$ cat src/logic/ppc_pkg.sv
/*
    Shared constants and carrier types of the parallel port control block:
    register selects, control bit layout, reset values, timing figures.
    Assumes a 100 MHz core clock that samples the adapter's bus pins.
*/
// Summary of operation
// - Processor writes control bits 0 to 5 only; bits 6, 7 set by lines.
// - A control register read returns all eight bits, flags included.
// - Direction bit 1 drives the peripheral line; 0 leaves it an input.
// - Control bit 2 picks direction (0) or peripheral data (1) register.
// - Four selects: A data, A control, B data, B control.
// - Reset held low at least 1 us clears every register to zero.
// - After reset all four control lines are falling-edge interrupt inputs.
// - After reset all interrupts masked; flags alone never pull irq low.
// - Control bit 1 picks request edge for flag 7: 0 falling, 1 rising.
// - Control bit 0 lets flag 7 pull the port interrupt low.
// - Bit 5 low: second line is input, bit 4 edge, bit 3 enable, flag 6.
// - Bit 5 high: second line output; 00 handshake, 01 pulse, 1x bit 3.
// - Data written while line is input is kept and driven once output.
// - Port A line low on E fall after data read; pulse ends deselected.
// - Handshake: second line goes high when request sets flag 7.
// - Port B line low on E rise after data write; pulse ends later.
// - Only a peripheral data read clears flags; writes never touch them.
package ppc_pkg;

    ////////////////////////////////////////////////////////////////////////////
    localparam logic [1:0] PPC_SEL_A_DATA  = 2'h0;
    localparam logic [1:0] PPC_SEL_A_CTRL  = 2'h1;
    localparam logic [1:0] PPC_SEL_B_DATA  = 2'h2;
    localparam logic [1:0] PPC_SEL_B_CTRL  = 2'h3;

    localparam logic [7:0] PPC_REG_RESET   = 8'h00;
    localparam logic [7:0] PPC_CTRL_WR_MASK = 8'h3F;
    localparam logic [1:0] PPC_MODE_HANDSHAKE = 2'h0;
    localparam logic [1:0] PPC_MODE_PULSE     = 2'h1;

    localparam int PPC_CLK_PERIOD_NS    = 10;
    localparam int PPC_RESET_MIN_NS     = 1000;
    localparam int PPC_RESET_MIN_CYCLES =
        (PPC_RESET_MIN_NS + PPC_CLK_PERIOD_NS - 1) / PPC_CLK_PERIOD_NS;

    ////////////////////////////////////////////////////////////////////////////
    typedef struct packed {
        logic       select;
        logic       read;
        logic [1:0] reg_sel;
        logic [7:0] data;
    } ppc_bus_type;

    typedef struct packed {
        logic flag_req;
        logic flag_line;
        logic line_output;
        logic line_mode;
        logic line_enable;
        logic data_select;
        logic req_rising;
        logic req_enable;
    } ppc_ctrl_type;

    function automatic logic ppc_hit(input ppc_bus_type bus, input logic [1:0] sel);
        return bus.select && (bus.reg_sel == sel);
    endfunction

endpackage

$ cat src/logic/ppc_parallel_port_control.sv
/*
    Two-port 8-bit parallel port adapter: register file behind the E-clocked
    processor bus, peripheral data lines, request inputs, second control
    lines and active-low interrupt outputs.
    Assumes every bus and peripheral pin is asynchronous to the 100 MHz
    core clock and that E runs far slower, so each phase spans many cycles.
*/
`timescale 1ns/100ps
module ppc_parallel_port_control
    import ppc_pkg::*;
(
    input  wire logic       clock,
    input  wire logic       rst_n,
    input  wire logic       bus_enable,
    input  wire logic       chip_select,
    input  wire logic       read_not_write,
    input  wire logic       reg_select_low,
    input  wire logic       reg_select_high,
    input  wire logic [7:0] data_in,
    output logic      [7:0] data_out,
    output logic            data_oe,
    input  wire logic [7:0] port_a_pins_in,
    output logic      [7:0] port_a_pins_out,
    output logic      [7:0] port_a_pins_oe,
    input  wire logic [7:0] port_b_pins_in,
    output logic      [7:0] port_b_pins_out,
    output logic      [7:0] port_b_pins_oe,
    input  wire logic       port_a_request_in,
    input  wire logic       port_b_request_in,
    input  wire logic       port_a_control_line_in,
    output logic            port_a_control_line_out,
    output logic            port_a_control_line_oe,
    input  wire logic       port_b_control_line_in,
    output logic            port_b_control_line_out,
    output logic            port_b_control_line_oe,
    output logic            port_a_irq_n,
    output logic            port_b_irq_n
);

    ////////////////////////////////////////////////////////////////////////////
    // Pin synchronisers

    ppc_bus_type  bus_raw;
    ppc_bus_type  bus_meta_q;
    ppc_bus_type  bus_q;
    logic [7:0]   pins_meta_q [2];
    logic [7:0]   pins_q      [2];
    logic [7:0]   pins_raw    [2];

    assign bus_raw.select  = chip_select;
    assign bus_raw.read    = read_not_write;
    assign bus_raw.reg_sel = {reg_select_high, reg_select_low};
    assign bus_raw.data    = data_in;
    assign pins_raw[0]     = port_a_pins_in;
    assign pins_raw[1]     = port_b_pins_in;

    // Bus pins settle long before E falls, so two stages keep pace with E
    always_ff @(posedge clock or negedge rst_n) begin
        if (!rst_n) begin
            bus_meta_q <= '0;
            bus_q      <= '0;
        end else begin
            bus_meta_q <= bus_raw;
            bus_q      <= bus_meta_q;
        end
    end

    always_ff @(posedge clock or negedge rst_n) begin
        if (!rst_n) begin
            pins_meta_q[0] <= PPC_REG_RESET;
            pins_meta_q[1] <= PPC_REG_RESET;
            pins_q[0]      <= PPC_REG_RESET;
            pins_q[1]      <= PPC_REG_RESET;
        end else begin
            pins_meta_q[0] <= pins_raw[0];
            pins_meta_q[1] <= pins_raw[1];
            pins_q[0]      <= pins_meta_q[0];
            pins_q[1]      <= pins_meta_q[1];
        end
    end

    ////////////////////////////////////////////////////////////////////////////
    // Edge detection: E, requests A/B, control lines A/B

    localparam int EDGE_COUNT = 5;

    logic [EDGE_COUNT-1:0] edge_in;
    logic [EDGE_COUNT-1:0] edge_level;
    logic [EDGE_COUNT-1:0] edge_rise;
    logic [EDGE_COUNT-1:0] edge_fall;

    assign edge_in = {port_b_control_line_in, port_a_control_line_in,
                      port_b_request_in, port_a_request_in, bus_enable};

    generate
        for (genvar i = 0; i < EDGE_COUNT; i++) begin : g_sync
            ppc_edge_sync u_sync (
                .clock    (clock),
                .rst_n    (rst_n),
                .async_in (edge_in[i]),
                .level    (edge_level[i]),
                .rise     (edge_rise[i]),
                .fall     (edge_fall[i])
            );
        end
    endgenerate

    logic e_level;
    logic e_rise;
    logic e_fall;

    assign e_level = edge_level[0];
    assign e_rise  = edge_rise[0];
    assign e_fall  = edge_fall[0];

    ////////////////////////////////////////////////////////////////////////////
    // Per-port register file and flag logic

    ppc_ctrl_type ctrl_q      [2];
    ppc_ctrl_type ctrl_d      [2];
    logic [7:0]   dir_q       [2];
    logic [7:0]   out_q       [2];
    logic [7:0]   periph_rd   [2];
    logic         irq_n_q     [2];
    logic         line_out    [2];
    logic         data_strobe [2];
    logic         req_set_w   [2];

    generate
        for (genvar p = 0; p < 2; p++) begin : g_port
            localparam logic [1:0] DATA_SEL = (p == 0) ? PPC_SEL_A_DATA : PPC_SEL_B_DATA;
            localparam logic [1:0] CTRL_SEL = (p == 0) ? PPC_SEL_A_CTRL : PPC_SEL_B_CTRL;

            logic data_hit;
            logic ctrl_wr;
            logic dir_wr;
            logic out_wr;
            logic periph_read;
            logic req_edge;
            logic line_edge;
            logic req_set;
            logic line_set;

            // Accesses take effect when E falls, as the processor sees them
            assign data_hit    = e_fall && ppc_hit(bus_q, DATA_SEL);
            assign ctrl_wr     = e_fall && ppc_hit(bus_q, CTRL_SEL) && !bus_q.read;
            assign dir_wr      = data_hit && !bus_q.read && !ctrl_q[p].data_select;
            assign out_wr      = data_hit && !bus_q.read && ctrl_q[p].data_select;
            assign periph_read = data_hit && bus_q.read && ctrl_q[p].data_select;

            // Edge choice: rising when the select bit is set, else falling
            assign req_edge  = ctrl_q[p].req_rising ? edge_rise[1 + p]
                                                    : edge_fall[1 + p];
            assign line_edge = ctrl_q[p].line_mode ? edge_rise[3 + p]
                                                   : edge_fall[3 + p];
            assign req_set   = req_edge;
            assign line_set  = line_edge && !ctrl_q[p].line_output;

            assign req_set_w[p]   = req_set;
            assign data_strobe[p] = (p == 0) ? (data_hit && bus_q.read && ctrl_q[p].data_select)
                                             : out_wr;

            // A new edge in the clearing read's cycle still leaves its flag set
            always_comb begin
                ctrl_d[p] = ctrl_q[p];
                if (ctrl_wr) begin
                    ctrl_d[p] = ppc_ctrl_type'((ctrl_q[p] & ~PPC_CTRL_WR_MASK)
                                | (bus_q.data & PPC_CTRL_WR_MASK));
                end
                if (periph_read) begin
                    ctrl_d[p].flag_req  = 1'b0;
                    ctrl_d[p].flag_line = 1'b0;
                end
                if (req_set) begin
                    ctrl_d[p].flag_req = 1'b1;
                end
                if (line_set) begin
                    ctrl_d[p].flag_line = 1'b1;
                end
            end

            always_ff @(posedge clock or negedge rst_n) begin
                if (!rst_n) begin
                    ctrl_q[p] <= ppc_ctrl_type'(PPC_REG_RESET);
                    dir_q[p]  <= PPC_REG_RESET;
                    out_q[p]  <= PPC_REG_RESET;
                end else begin
                    ctrl_q[p] <= ctrl_d[p];
                    if (dir_wr) begin
                        dir_q[p] <= bus_q.data;
                    end
                    // Kept while lines are inputs; driven once made outputs
                    if (out_wr) begin
                        out_q[p] <= bus_q.data;
                    end
                end
            end

            // Cleared masks keep irq high whatever the flags say
            always_ff @(posedge clock or negedge rst_n) begin
                if (!rst_n) begin
                    irq_n_q[p] <= 1'b1;
                end else begin
                    irq_n_q[p] <= !((ctrl_q[p].flag_req && ctrl_q[p].req_enable)
                                 || (ctrl_q[p].flag_line && ctrl_q[p].line_enable
                                     && !ctrl_q[p].line_output));
                end
            end

            ppc_line_out #(
                .PORT_B (p == 1)
            ) u_line (
                .clock        (clock),
                .rst_n        (rst_n),
                .ctrl         (ctrl_q[p]),
                .e_rise       (e_rise),
                .e_fall       (e_fall),
                .selected     (bus_q.select),
                .data_strobe  (data_strobe[p]),
                .req_flag_set (req_set_w[p]),
                .line_q       (line_out[p])
            );
        end
    endgenerate

    ////////////////////////////////////////////////////////////////////////////
    // Peripheral read values

    // Port A reads the pins; port B returns its own latch on output lines
    assign periph_rd[0] = pins_q[0];
    assign periph_rd[1] = (dir_q[1] & out_q[1]) | (~dir_q[1] & pins_q[1]);

    ////////////////////////////////////////////////////////////////////////////
    // Processor read path

    logic [7:0] read_val;
    logic [7:0] data_out_q;

    always_comb begin
        read_val = PPC_REG_RESET;
        case (bus_q.reg_sel)
            PPC_SEL_A_DATA: begin
                read_val = ctrl_q[0].data_select ? periph_rd[0] : dir_q[0];
            end
            PPC_SEL_A_CTRL: begin
                read_val = ctrl_q[0];
            end
            PPC_SEL_B_DATA: begin
                read_val = ctrl_q[1].data_select ? periph_rd[1] : dir_q[1];
            end
            PPC_SEL_B_CTRL: begin
                read_val = ctrl_q[1];
            end
            default: begin
                read_val = PPC_REG_RESET;
            end
        endcase
    end

    always_ff @(posedge clock or negedge rst_n) begin
        if (!rst_n) begin
            data_out_q <= PPC_REG_RESET;
        end else begin
            data_out_q <= read_val;
        end
    end

    // Bus driven only while E is high on a selected read
    assign data_oe  = e_level && bus_q.select && bus_q.read;
    assign data_out = data_out_q;

    ////////////////////////////////////////////////////////////////////////////
    // Peripheral and control-line outputs

    assign port_a_pins_out = out_q[0];
    assign port_a_pins_oe  = dir_q[0];
    assign port_b_pins_out = out_q[1];
    assign port_b_pins_oe  = dir_q[1];

    assign port_a_control_line_out = line_out[0];
    assign port_a_control_line_oe  = ctrl_q[0].line_output;
    assign port_b_control_line_out = line_out[1];
    assign port_b_control_line_oe  = ctrl_q[1].line_output;

    assign port_a_irq_n = irq_n_q[0];
    assign port_b_irq_n = irq_n_q[1];

endmodule // ppc_parallel_port_control

$ cat src/logic/ppc_edge_sync.sv
/*
    Two-stage synchroniser for one asynchronous pin with rise and fall pulses.
    Assumes a single core clock; pulses last one clock cycle.
*/
`timescale 1ns/100ps
module ppc_edge_sync
    import ppc_pkg::*;
(
    input  wire logic clock,
    input  wire logic rst_n,
    input  wire logic async_in,
    output logic      level,
    output logic      rise,
    output logic      fall
);
    logic meta_q;
    logic sync_q;
    logic prev_q;

    // Edge logic looks at the second stage only
    always_ff @(posedge clock or negedge rst_n) begin
        if (!rst_n) begin
            meta_q <= 1'b0;
            sync_q <= 1'b0;
            prev_q <= 1'b0;
        end else begin
            meta_q <= async_in;
            sync_q <= meta_q;
            prev_q <= sync_q;
        end
    end

    assign level = sync_q;
    assign rise  = sync_q & ~prev_q;
    assign fall  = ~sync_q & prev_q;
endmodule // ppc_edge_sync

$ cat src/logic/ppc_line_out.sv
/*
    Output behaviour of one port's second control line: handshake, pulse
    and follow-bit-3 modes. Assumes E edges arrive as one-cycle pulses.
*/
`timescale 1ns/100ps
module ppc_line_out
    import ppc_pkg::*;
#(
    parameter bit PORT_B = 1'b0
) (
    input  wire logic         clock,
    input  wire logic         rst_n,
    input  wire ppc_ctrl_type ctrl,
    input  wire logic         e_rise,
    input  wire logic         e_fall,
    input  wire logic         selected,
    input  wire logic         data_strobe,
    input  wire logic         req_flag_set,
    output logic              line_q
);
    logic       pend_q;
    logic       desel_q;
    logic [1:0] mode;
    logic       hs_or_pulse;
    logic       pulse;

    assign mode        = {ctrl.line_mode, ctrl.line_enable};
    assign pulse       = ctrl.line_output && (mode == PPC_MODE_PULSE);
    assign hs_or_pulse = ctrl.line_output && !ctrl.line_mode;

    always_ff @(posedge clock or negedge rst_n) begin
        if (!rst_n) begin
            line_q  <= 1'b0;
            pend_q  <= 1'b0;
            desel_q <= 1'b0;
        end else begin
            if (e_fall) begin
                desel_q <= ~selected;
            end
            if (ctrl.line_output && ctrl.line_mode) begin
                line_q <= ctrl.line_enable;
            end else if (PORT_B) begin
                if (e_fall && data_strobe && hs_or_pulse) begin
                    pend_q <= 1'b1;
                end else if (e_rise && pend_q) begin
                    pend_q <= 1'b0;
                    line_q <= 1'b0;
                end else if (e_rise && pulse && desel_q) begin
                    line_q <= 1'b1;
                end else if (req_flag_set && ctrl.line_output && mode == 2'h0) begin
                    line_q <= 1'b1;
                end
            end else begin
                if (e_fall && data_strobe && hs_or_pulse) begin
                    line_q <= 1'b0;
                end else if (e_fall && pulse && !selected) begin
                    line_q <= 1'b1;
                end else if (req_flag_set && ctrl.line_output && mode == 2'h0) begin
                    line_q <= 1'b1;
                end
            end
        end
    end
endmodule // ppc_line_out

$ cat config.mk
export PLATFORM = sky130hd
export DESIGN_NAME = ppc_parallel_port_control
export DESIGN_NICKNAME = d
export VERILOG_FILES = /design/src/logic/ppc_pkg.sv /design/src/logic/ppc_parallel_port_control.sv /design/src/logic/ppc_edge_sync.sv /design/src/logic/ppc_line_out.sv
export SDC_FILE = /design/constraint.sdc
export NUM_CORES = 1
export LEC_CHECK = 0
export BUFFER_PORTS_ARGS = -buffer_cell sky130_fd_sc_hd__buf_2
export CORE_MARGIN = 2
export CORE_UTILIZATION = 40
export CTS_CLUSTER_SIZE = 24
export DETAILED_ROUTE_END_ITERATION = 6
export PLACE_DENSITY_LB_ADDON = 0.12
export SLEW_MARGIN = 40
export SYNTH_ARGS = -nofsm -noshare
export SYNTH_HDL_FRONTEND = slang
export SYNTH_SLANG_ARGS = --single-unit
$ cat constraint.sdc
create_clock -name clock -period 2.3 [get_ports clock]
set_input_delay 0.46 -clock clock [delete_from_list [all_inputs] [get_ports clock]]
set_output_delay 0.46 -clock clock [all_outputs]
set_load 0.005 [all_outputs]
### Word level (Yosys, flattened, before mapping)

Index checks and enable logic that the tools add are counted.

* flip-flop bits (word level): 133
* latch bits: 0
* bits in writable memories: 0
* bits in read-only memories: 0
* input bits: 35
* output and inout port bits: 47
* word-level logic and storage cells: 187
* memories: 0

* add/sub/neg operators: 0
* multipliers: 0
* div/mod/pow operators: 0
* order comparisons: 0
* equality and inequality tests: 6
* shift operators: 0
* muxes and demuxes: 26
* bitwise operators: 28
* reduce and logical (&&, ||, !) cells: 73

Operators by type and width (number)
* 1-bit logical AND: 49
* 8-bit two-way mux: 4
* 8-bit case mux with 4 select lines: 1
* 1-bit two-way mux: 19
* 8-bit AND: 2
* 8-bit by 6-bit bitwise OR with 8-bit output: 2
* 1-bit NOT: 12
* 3-bit nonzero test: 4
* 1-bit AND: 10
* 1-bit logical NOT: 10
* 8-bit NOT: 1
* 8-bit bitwise OR: 1
* 4-bit nonzero test: 2
* 2-bit by 1-bit equality test with 1-bit output (second input constant): 3
* 2-bit logical NOT: 3
* 2-bit equality test (second input constant): 2
* 2-bit two-way mux: 2
* 2-bit AND reduction: 2
* 1-bit logical OR: 2
* 2-bit by 1-bit != test with 1-bit output (second input constant): 1
* 2-bit nonzero test: 1

### Depth between registers and ports, before layout

Gate-level depths: netlist of the first run.

* depth in word-level cells: 10
* gate-level depth with buffers: 5
* mapped depth without buffers: 4

### Modules after synthesis

Synthesis of the first run repeated with hierarchy kept, for this count alone.

* cell total of the unflattened synthesis: 299
* area, all modules: 4718.3 sq um

By module, submodules not included
* ppc_parallel_port_control: instances 1, cells an instance 251, area an instance 4028.9 sq um, sequential area each 2855.2 sq um
* ppc_edge_sync: instances 5, cells an instance 5, area an instance 90.1 sq um, sequential area each 75.1 sq um
* ppc_line_out (g_port[1].u_line): instances 1, cells an instance 15, area an instance 165.2 sq um, sequential area each 75.1 sq um
* ppc_line_out (g_port[0].u_line): instances 1, cells an instance 8, area an instance 73.8 sq um, sequential area each 25.0 sq um

### Worst setup path after synthesis of the first run

OpenSTA, ideal clock, no wires.

* kind: register -> register
* start point: register g_sync[0].u_sync.sync_q
* end point: register dir_q (netlist bit port_b_pins_oe[0])
* setup time: 0.125 ns
* data arrival time: 1.589 ns
* required time: 2.175 ns
* setup slack: 0.586 ns
* cell stages (with the launch flop): 6
* buffers on the path: 1
* period minus slack after synthesis: 1.714 ns
* cell sequence: dfrtp_1 > and4bb_1 > nand2b_1 > buf_2 > nor3b_4 > mux2_2

* word-level cells in the longest chain between the ends: 5

Ends and longest elaborated chain
* from (decl): RTL line ppc_edge_sync.sv:17 `logic sync_q;`
* from (signal assigned): RTL line ppc_edge_sync.sv:28 `sync_q <= meta_q;`
* 1-bit NOT: RTL line ppc_edge_sync.sv:35 `assign fall = ~sync_q & prev_q;`
* 1-bit AND: RTL line ppc_edge_sync.sv:35
* 1-bit logical AND: RTL line ppc_parallel_port_control.sv:145 `assign data_hit = e_fall && ppc_hit(bus_q, DATA_SEL);`
* 1-bit logical AND (2 in a row): RTL line ppc_parallel_port_control.sv:147 `assign dir_wr = data_hit && !bus_q.read && !ctrl_q[p].data_select;`
* to (signal, indexed assignment): RTL line ppc_parallel_port_control.sv:190 `dir_q[p] <= bus_q.data;`
* to (decl): RTL line ppc_parallel_port_control.sv:121 `logic [7:0] dir_q [2];`

Every way passes these cells.
A chain may end at the register's enable or synchronous reset.

### Worst setup path in the final report of the first run

* start point: register g_sync[0].u_sync.sync_q
* end point: register out_q (netlist bit port_a_pins_out[4])

* word-level cells in the longest chain between the ends: 5

Ends and longest elaborated chain
* 1-bit NOT: RTL line ppc_edge_sync.sv:35
* 1-bit AND: RTL line ppc_edge_sync.sv:35
* 1-bit logical AND: RTL line ppc_parallel_port_control.sv:145
* 1-bit logical AND (2 in a row): RTL line ppc_parallel_port_control.sv:148 `assign out_wr = data_hit && !bus_q.read && ctrl_q[p].data_select;`
* to (signal, indexed assignment): RTL line ppc_parallel_port_control.sv:194 `out_q[p] <= bus_q.data;`
* to (decl): RTL line ppc_parallel_port_control.sv:122 `logic [7:0] out_q [2];`

Every way passes these cells.

==> results.py, run 1 <==
metrics = {
    "synth": {
        "synth-xor-area-share_pct": 0,
        "synth.area.mux_share_pct": 15.8,
        "seq_area_frac_synth_pct": 71.9,
        "synth_top_family_by_area": "multiplexers",
        "synth_cell_type_count": 39,
        "synth_seq_cells": 133,
        "yosys.area_share.simple_pct": 5.03,
        "syn-cell-area_um2": 4630,
        "syn-instance-count": 284,
        "synthesis.nets": 319,
        "synth_area_per_cell_um2": 16.3,
        "synth_fa_ha_area_share_pct": 0,
        "synth-compound-area-share_pct": 5.59,
        "yosysWarnings": 0,
    },
    "setup_path": {
        "crit_family": "simple AND/OR/NAND/NOR gates",
        "rr_worst_depth": 4,
        "cpMaxStageDelayCell": "nor3b_4",
        "cp.arrival_ns": 2.33,
        "path_class": "reg2reg",
        "startpoint_type": "flip-flop",
        "cp_max_fo": 8,
        "critical-path-max-stage-delay_ns": 0.56,
        "crit_chain": "and4bb_1 -> nand2b_1 -> nor3b_4 -> mux2_2",
        "crit_required_ns": 2.58,
        "critPathBufInv": 0,
        "path_depth": 4,
        "end_kind": "flip-flop",
    },
    "die": {
        "rows": 39,
        "core_um2": 11400,
        "boundaryPins": 82,
        "die_area_um2": 12500,
        "die_h_um": 112,
        "initial_core_util_pct": 40.7,
        "die_w_um": 112,
    },
    "clock_tree": {
        "ctsHoldBuffers": 0,
        "cts-htree-levels": 4,
        "clockRootBuffer": "clkbuf_16",
        "cts_resized": 0,
        "cts.clk_slew.worst_paths_ns": 0.06,
        "cts_tree": "yes",
        "clock_path_buffers": 2,
        "clk_latency_ns": 0.41,
        "cts_buffers": 17,
        "cts_setup_buffers": 0,
        "clkSinkCount": 133,
    },
    "hold_path": {
        "hold_path.class": "in2async",
    },
    "detailed_routing": {
        "ant_nets": 0,
        "vias": 2663,
        "routed_wl_um": 9360,
        "viasPerCell": 4.93,
        "drc_errors": 0,
        "drtIter0Drc": 111,
        "wl_per_cell_um": 17.3,
        "firstDrtPassIters": 4,
    },
    "grt": {
        "grt_max_degree": 56,
        "grt_pass1_vias": 2783,
        "antenna_found_initial": 0,
        "grt_usage_pct": 16.3,
        "grt_overflow": 0,
        "grt_pass1_wl_um": 15100,
    },
    "timing": {
        "setup_tns_ns": 0,
        "rsz0062_at_grt": "false",
        "hold_slack_ns": 0.00182,
        "slew_headroom_pct": 49.3,
        "setup_viol": 0,
        "final-max-slew-violation-count": 0,
        "worst_pin_slew_ns": 0.761,
        "fin_crit_ns": 2.05,
        "post-route-period-util_pct": 89.1,
        "finalHoldViolations": 0,
        "skew_ns": 0.00818,
        "fmax_mhz": 488,
    },
    "cells_and_area": {
        "antenna_cells": 0,
        "area_growth_pct": 27.6,
        "nets": 420,
        "final_cells": 540,
        "drive_gt1_share_pct": 46.6,
    },
    "pwr": {
        "cellLeakagePower_nw": 2.78,
        "power_density_nw_per_um2": 1070,
        "irDropWorstVdd_uv": 689,
        "power.total_mw": 6.33,
    },
    "place": {
        "dp_hpwl_um": 6480,
        "dp.cells": 509,
        "port-buffer-count": 81,
        "gp_congestion": 0.705,
    },
    "run_status": {
        "status": "completed",
    },
    "flow_run": {
        "maxCapViolCount": 0,
    },
}
==> Yosys cell counts (all sizes together) <==
| cell type | count | area (µm²) |
|---|---|---|
| a211o | 1 | 8.76 |
| a21boi | 1 | 7.51 |
| a21o | 2 | 15.0 |
| a21oi | 7 | 35.0 |
| a22o | 2 | 17.5 |
| a2bb2oi | 1 | 8.76 |
| a31o | 1 | 8.76 |
| a31oi | 9 | 56.3 |
| a32oi | 2 | 17.5 |
| and3 | 1 | 6.26 |
| and3b | 1 | 8.76 |
| and4bb | 1 | 12.5 |
| buf | 4 | 18.8 |
| clkbuf | 3 | 11.3 |
| dfrtp | 131 | 3280 |
| dfstp | 2 | 52.6 |
| inv | 12 | 45.0 |
| mux2 | 51 | 574 |
| mux4 | 7 | 158 |
| nand2 | 10 | 37.5 |
| nand2b | 4 | 25.0 |
| nand3 | 5 | 25.0 |
| nand3b | 2 | 15.0 |
| nor2 | 4 | 17.5 |
| nor2b | 3 | 18.8 |
| nor3 | 2 | 21.3 |
| nor3b | 3 | 45.1 |
| o21ai | 6 | 30.0 |
| o21ba | 1 | 10.0 |
| o221a | 1 | 11.3 |
| o221ai | 1 | 8.76 |
| o22ai | 1 | 6.26 |
| o311ai | 1 | 8.76 |
| o31a | 1 | 8.76 |
==> sequential cells by signal (all words and copies together), names as in the netlist, 2 cells and up <==
register              count
port_a_pins_oe            8
data_out                  8
g_port.u_line.line_q      2
periph_rd                 8
pins_meta_q              16
bus_q                    12
port_b_pins_oe            8
ctrl_q                   14
g_sync.u_sync.prev_q      5
port_b_pins_out           8
g_sync.u_sync.meta_q      5
port_a_pins_out           8
g_sync.u_sync.level       5
pins_q                    8
bus_meta_q               12
==> kinds of logic (layout without fill, tap and decap cells) <==
logic type,Yosys count,after routing
mux,58,58
buf+inv,19,132
flops,133,133
compound gates,38,38
simple gates,36,36
==> power by group <==
group          total [mW]  internal (mW)  switching (mW)
Clock                2.93           1.95           0.979
Sequential           2.81           2.59           0.229
Combinational       0.593          0.351           0.241
==> stage by stage <==
step,setup WS (ns),area [µm²],utilization (%)
final,0.251,5910,52.0
after CTS,0.198,5910,52.0
after detailed placement,0.255,5260,46.3
after floorplan,0.586,4630,-
after global placement,0.308,5260,46.3
after global routing,0.136,5910,52.0
==> worst reg2reg max path, stage by stage (launching register included) <==
cell and delay (ns):
dfrtp_1 0.41, and4bb_1 0.33, nand2b_1 0.22, nor3b_4 0.56, mux2_2 0.41
==> placed cells by master, fill, tap and decap left out, drive strengths merged, types with 2 or more instances in the layout <==
cell type	instances
a22o	2
nor2	4
nor3	2
o21ai	6
a21o	2
clkinvlp	4
a21oi	7
clkinv	2
nand3b	2
buf	89
mux4	7
a32oi	2
nand2b	4
dfrtp	131
mux2	51
inv	13
nor3b	3
clkbuf	19
nand3	5
dfstp	2
a31oi	9
nand2	10
bufinv	5
nor2b	3
==> routing by layer <==
layer  global-route usage [%]  wire length, µm
met3                     6.15              485
met1                     22.2             4330
met2                     24.8             4480
met5                        0                0
met4                     4.53               63
==> cell type report <==
type / instances / area, µm²
timing repair buffer: 89 / 484
tap: 143 / 179
inverter: 12 / 45.0
multi-input combinational: 132 / 1220
clock inverter: 12 / 203
fill: 970 / 5460
sequential: 133 / 3330
clock buffer: 19 / 443
==> path summary, 6_finish.rpt <==
| kind | startpoint | endpoint | slack, ns |
|---|---|---|---|
| worst max register to register | g_sync[0].u_sync.level | port_a_pins_out[4] | 0.25 |
| worst min register to register | g_sync[1].u_sync.meta_q | g_sync[1].u_sync.level | 0.35 |
| min in group clock | port_a_pins_in[4] | pins_meta_q[12] | 0.16 |
| max in group asynchronous | rst_n | pins_q[7] | 1.69 |
| worst max-delay path | g_sync[0].u_sync.level | port_a_pins_out[4] | 0.25 |
| worst min-delay path | rst_n | g_sync[4].u_sync.level | 0.002 |
Power figures use the tool's default switching activity.
==> inputs of run 2 (changes only) <==
==> constraint.sdc (replaced) <==
create_clock -name clock -period 2.3 [get_ports clock]
set_input_delay 0.23 -clock clock [delete_from_list [all_inputs] [get_ports clock]]
set_output_delay 0.23 -clock clock [all_outputs]
set_load 0.005 [all_outputs]
==> run 2 against run 1 <==
- global-route usage rose by 1.0 points
- largest cell class unchanged
- core utilization rose by 2.7 points
- critical path type unchanged
- critical path depth did not move
- hold slack improved by 0.34 ns
- sequential power barely moved
- wire length rose by 3.4%
==> results.py, run 2 (synthesis gave the netlist of run 1 again) <==
metrics = {
    "place": {
        "gp_congestion": 0.722,
        "dp.cells": 507,
        "port-buffer-count": 81,
        "dp_hpwl_um": 6370,
    },
    "detailed_routing": {
        "wl_per_cell_um": 16.9,
        "viasPerCell": 4.80,
        "vias": 2750,
        "routed_wl_um": 9680,
        "ant_nets": 0,
        "drtIter0Drc": 173,
        "firstDrtPassIters": 5,
        "drc_errors": 0,
    },
    "setup_path": {
        "path_class": "reg2reg",
        "crit_required_ns": 2.59,
        "r2r_end": "port_a_pins_out[6]",
        "rrSetupSlack_ns": 0.23,
        "cp.arrival_ns": 2.36,
        "startpoint": "g_sync[0].u_sync.level",
        "cp_max_fo": 8,
        "end_kind": "flip-flop",
        "rr_startpoint": "g_sync[0].u_sync.level",
        "startpoint_type": "flip-flop",
        "rr_worst_depth": 4,
        "endpoint": "port_a_pins_out[6]",
    },
    "pwr": {
        "cellLeakagePower_nw": 2.92,
        "share_comb_of_total_power_pct": 10.3,
        "power_density_nw_per_um2": 994,
        "p_sw_share_pct": 23.4,
        "total_switching_power_mw": 1.45,
        "p_clk_share_pct": 44.1,
        "pwr-share-seq_pct": 45.6,
        "irDropWorstVdd_uv": 600,
        "p_int_mw": 4.73,
    },
    "die": {
        "die_h_um": 112,
        "die_area_um2": 12500,
        "boundaryPins": 82,
        "die_w_um": 112,
        "initial_core_util_pct": 40.7,
        "core_um2": 11400,
        "rows": 39,
    },
    "cells_and_area": {
        "utilization_pct": 54.6,
        "final_common_cell": "dfrtp_1",
        "drive_gt1_share_pct": 43.0,
        "fillCellCount": 930,
        "layout_common_cells": "131 x dfrtp_1, 80 x buf_2, 50 x mux2_2, 34 x dlygate4sd3_1, 17 x clkbuf_16",
        "final_cells": 573,
        "largestRegisters": "pins_meta_q (16), ctrl_q (14)",
        "nets": 452,
        "top_register": "pins_meta_q",
        "largest_register_ffs": 16,
        "antenna_cells": 0,
        "area_growth_pct": 34.1,
    },
    "clock_tree": {
        "clock_path_buffers": 2,
        "clockRootBuffer": "clkbuf_16",
        "cts.clk_slew.worst_paths_ns": 0.05,
        "cts-htree-levels": 4,
        "cts_resized": 0,
        "clk_latency_ns": 0.41,
        "cts_tree": "yes",
        "clkSinkCount": 133,
        "cts_buffers": 17,
        "cts_setup_buffers": 0,
    },
    "grt": {
        "top_usage_layer": "met2",
        "grtUsageMet2_pct": 26.5,
        "use_met1_pct": 22.9,
        "grt_use_met3_pct": 6.42,
        "grt_max_degree": 62,
        "grt_pass1_wl_um": 16000,
        "antenna_found_initial": 0,
        "grt_usage_pct": 17.3,
        "grt_pass1_vias": 2938,
        "grt_overflow": 0,
    },
    "timing": {
        "worst_pin_slew_ns": 0.780,
        "slew_headroom_pct": 48.0,
        "finalHoldViolations": 0,
        "post-route-period-util_pct": 89.8,
        "final-max-slew-violation-count": 0,
        "skew_ns": 0.00910,
        "fmax_mhz": 484,
        "fin_crit_ns": 2.07,
        "rsz0062_at_grt": "false",
        "setup_viol": 0,
        "setup_tns_ns": 0,
    },
    "run_status": {
        "status": "completed",
    },
    "hold_path": {
        "hold_path.class": "reg2reg",
        "hold_start": "bus_meta_q[10]",
    },
    "flow_run": {
        "maxCapViolCount": 0,
    },
}
[run 2: changes by cell type in the layout (fill, tap and decap cells not counted), sizes merged]
cell         previous run  this run
buf                    89        87
bufinv                  5         3
clkinv                  2         8
clkinvlp                4         2
dlygate4sd3             0        34
inv                    13        12
[run 2: area by class of cell]
class / count / area, µm² / area share, %
Tap cell: 143 / 179 / 2.88
Clock inverter: 13 / 156 / 2.52
Timing Repair Buffer: 121 / 822 / 13.2
Inverter: 12 / 45.0 / 0.725
Clock buffer: 19 / 453 / 7.29
Multi-Input combinational cell: 132 / 1220 / 19.7
Sequential cell: 133 / 3330 / 53.6
[run 2: worst min-delay path by stage]
stage / endpoint / slack, ns / depth (start not counted)
floorplan: bus_meta_q[0] / -0.07 / 0
global placement: g_sync[4].u_sync.meta_q / 0.25 / 1
detailed placement: g_sync[4].u_sync.meta_q / 0.26 / 1
CTS: bus_q[10] / 0.35 / 0
global route: pins_q[0] / 0.35 / 0
finish: bus_q[10] / 0.35 / 0
[run 2: per-layer routing]
metal / routed length [µm] / vias to the layer above / part of all wire (%)
met3: 444 / 2 / 4.6
met5: 0 / - / 0
met4: 46 / 0 / 0.48
met2: 4600 / 66 / 48
met1: 4580 / 1402 / 47
li1: - / 1280 / -
[run 2: per-stage QoR]
stage / worst slack [ns] / hold slack, ns / total power, mW / cell area (µm²)
3_5_place_dp: 0.210 / 0.258 / 3.46 / 5260
3_3_place_gp: 0.295 / 0.251 / 3.45 / 5260
4_1_cts: 0.199 / 0.347 / 6.25 / 6210
2_1_floorplan: 0.586 / -0.0656 / 3.11 / 4630
6_report: 0.234 / 0.346 / 6.17 / 6210
5_1_grt: 0.0909 / 0.350 / 6.45 / 6210
[run 2: worst max-delay path, stage by stage, from the launching register on]
cell	delay (ns)
dfrtp_1	0.40
and4bb_1	0.33
nand2b_1	0.23
nor3b_4	0.58
mux2_2	0.40
[run 2: power by group through the flow]
stage | Combinational (mW) | Clock, mW | Sequential [mW]
5_1_grt | 0.706 | 2.89 | 2.86
3_3_place_gp | 0.593 | 0 | 2.86
3_5_place_dp | 0.602 | 0 | 2.86
2_1_floorplan | 0.338 | 0 | 2.77
6_report | 0.636 | 2.72 | 2.82
4_1_cts | 0.649 | 2.78 | 2.82
[run 2: timing repair]
action | in CTS | in global routing
endpoints found under the hold margin | 90 | 0
hold buffers | 34 | 0
setup endpoints to repair | 0 | 0
==> inputs of run 3 (changes only) <==
--- a/config.mk
+++ b/config.mk
@@ -5,6 +5,7 @@
 export SDC_FILE = /design/constraint.sdc
 export NUM_CORES = 1
 export LEC_CHECK = 0
+export ABC_AREA = 1
 export BUFFER_PORTS_ARGS = -buffer_cell sky130_fd_sc_hd__buf_2
 export CORE_MARGIN = 2
 export CORE_UTILIZATION = 40
==> run 3 against run 2 <==
- clock skew is 0.0039 ns lower
- hold slack worse by 0.016 ns
- sequential power is 2% lower
- fmax is 25% higher
- global-route usage is 1.7 points higher
- synthesized area is 1.5% higher
- largest cell class unchanged
- first-iteration DRC count is 19% higher
==> results.py, run 3 <==
metrics = {
    "timing": {
        "finalHoldViolations": 0,
        "setup_viol": 0,
        "slew_headroom_pct": 66.3,
        "setup_tns_ns": 0,
        "final-max-slew-violation-count": 0,
        "skew_ns": 0.00521,
        "fin_crit_ns": 1.65,
        "fmax_mhz": 606,
        "rsz0062_at_grt": "false",
        "post-route-period-util_pct": 71.7,
        "setup_ws_ns": 0.651,
        "worst_pin_slew_ns": 0.506,
    },
    "synth": {
        "synth_flop_cell": "dfrtp_1",
        "synth_top_cell_area_share_pct": 69.8,
        "synth_common_cells": "131 x dfrtp_1, 95 x nand2_1, 47 x o21ai_0, 29 x inv_1, 24 x nor2_1",
        "synth_fa_ha_area_share_pct": 0,
        "syn-instance-count": 403,
        "synth-compound-area-share_pct": 11.9,
        "syn-cell-area_um2": 4700,
        "synthesis.nets": 438,
        "synth-xor-area-share_pct": 0,
        "yosysWarnings": 0,
        "yosys.area_share.simple_pct": 13.3,
        "synth_edf_count": 0,
        "seq_area_frac_synth_pct": 70.9,
        "synth_largest_area_cell": "dfrtp_1",
        "synth_cell_type_count": 30,
        "synth_area_per_cell_um2": 11.7,
        "synth.area.mux_share_pct": 0,
        "synth_most_common_cell": "dfrtp_1",
        "synth_seq_cells": 133,
        "synth_top_family_by_area": "simple AND/OR/NAND/NOR gates",
        "async_flop_share_pct": 100,
        "synthTopCellsByArea": "dfrtp_1 70%, nand2_1 7.6%, o21ai_0 5.0%",
    },
    "setup_path": {
        "cp.arrival_ns": 1.42,
        "path_class": "reg2out",
        "crit_family": "flip-flops",
        "crit_chain": "inv_1 -> nor3_1 -> buf_2",
        "critPathBufInv": 2,
        "critical-path-max-stage-delay_ns": 0.44,
        "cp_max_fo": 7,
        "startpoint_type": "flip-flop",
        "cpMaxStageDelayCell": "dfrtp_1",
        "end_kind": "primary output",
        "crit_required_ns": 2.07,
    },
    "detailed_routing": {
        "ant_nets": 0,
        "viasPerCell": 4.77,
        "vias": 3275,
        "drtIter0Drc": 206,
        "firstDrtPassIters": 5,
        "routed_wl_um": 10900,
        "wl_per_cell_um": 15.9,
        "drc_errors": 0,
    },
    "cells_and_area": {
        "area_growth_pct": 31.3,
        "nets": 568,
        "antenna_cells": 0,
        "final_common_cell": "dfrtp_1",
        "layout_common_cells": "131 x dfrtp_1, 95 x nand2_1, 80 x buf_2, 47 x o21ai_0, 34 x dlygate4sd3_1",
        "largest_register_ffs": 16,
        "drive_gt1_share_pct": 27.0,
        "final_cell_area_um2": 6170,
        "utilization_pct": 54.0,
        "largestRegisters": "pins_meta_q (16), ctrl_q (14)",
        "top_register": "pins_meta_q",
    },
    "die": {
        "boundaryPins": 82,
        "die_h_um": 112,
        "initial_core_util_pct": 41.1,
        "core_um2": 11400,
        "die_area_um2": 12600,
        "rows": 39,
        "die_w_um": 112,
    },
    "clock_tree": {
        "cts.clk_slew.worst_paths_ns": 0.06,
        "cts_setup_buffers": 0,
        "clock_path_buffers": 2,
        "cts_buffers": 17,
        "clkSinkCount": 133,
        "cts_tree": "yes",
        "clk_latency_ns": 0.41,
        "cts-htree-levels": 4,
        "clockRootBuffer": "clkbuf_16",
    },
    "pwr": {
        "pwr-share-seq_pct": 46.5,
        "irDropWorstVdd_uv": 511,
        "total_switching_power_mw": 1.51,
        "p_sw_share_pct": 25.4,
        "cellLeakagePower_nw": 2.98,
        "share_comb_of_total_power_pct": 10.7,
        "power_density_nw_per_um2": 967,
        "p_clk_share_pct": 42.9,
        "p_int_mw": 4.45,
    },
    "place": {
        "port-buffer-count": 81,
        "gp_congestion": 0.815,
        "post-place-ws_ns": 0.744,
        "placed_area_um2": 5270,
        "dp_hpwl_um": 7570,
    },
    "grt": {
        "antenna_found_initial": 0,
        "grt_overflow": 0,
        "grt_pass1_vias": 3521,
        "grt_pass1_wl_um": 18100,
        "grt_max_degree": 55,
        "grt_usage_pct": 19.0,
    },
    "run_status": {
        "status": "completed",
    },
    "hold_path": {
        "hold_path.class": "in2async",
    },
    "flow_run": {
        "maxCapViolCount": 0,
    },
}
## run 3: worst paths after layout
check	to	cells after the start	from	slack [ns]
max in group asynchronous	port_a_irq_n	3	rst_n	1.21
max reg2reg	port_a_pins_out[1]	5	bus_q[9]	0.76
min	g_sync[4].u_sync.prev_q	2	rst_n	0.33
min in group clock	g_sync[0].u_sync.level	0	g_sync[0].u_sync.meta_q	0.34
min reg2reg	g_sync[0].u_sync.level	0	g_sync[0].u_sync.meta_q	0.34
max	data_oe	3	bus_q[10]	0.65
## run 3: logic make-up (layout without fill, tap and decap cells)
| group | count (synthesis) | in the layout |
|---|---|---|
| simple gates | 139 | 139 |
| flops | 133 | 133 |
| compound gates | 90 | 90 |
| buf+inv | 41 | 182 |
## run 3: layout make-up
class                           instances  area (µm²)
Fill cell                            1024        5250
Sequential cell                       133        3330
Multi-Input combinational cell        229        1180
Timing Repair Buffer                  121         797
Clock buffer                           18         429
Tap cell                              143         179
Clock inverter                         12         133
Inverter                               31         116
## run 3: power by group through the flow
| stage | Sequential [mW] | Clock, mW | Combinational (mW) |
|---|---|---|---|
| final | 2.77 | 2.56 | 0.636 |
| after detailed placement | 2.81 | 0 | 0.600 |
| after CTS | 2.77 | 2.61 | 0.646 |
| after global placement | 2.80 | 0 | 0.587 |
| after floorplan | 2.75 | 0 | 0.310 |
| after global routing | 2.80 | 2.72 | 0.726 |
## run 3: per-layer routing
metal | routed length [µm] | global-route usage [%] | part of all wire, %
met1 | 5020 | 25.8 | 46
met2 | 5250 | 29.1 | 48
met3 | 447 | 5.72 | 4.1
met4 | 184 | 7.07 | 1.7
met5 | 0 | 0 | 0
## run 3: repair_timing
item,in CTS,in global routing
setup endpoints to repair,0,0
endpoints found under the hold margin,83,0
resized for setup,0,0
hold buffers,34,0
## run 3: per-stage QoR
stage | total power [mW] | std cells | hold slack [ns]
2_1_floorplan | 3.06 | 403 | -0.0656
3_3_place_gp | 3.39 | 623 | 0.213
3_5_place_dp | 3.41 | 623 | 0.219
4_1_cts | 6.03 | 687 | 0.346
5_1_grt | 6.25 | 687 | 0.351
6_report | 5.96 | 687 | 0.329
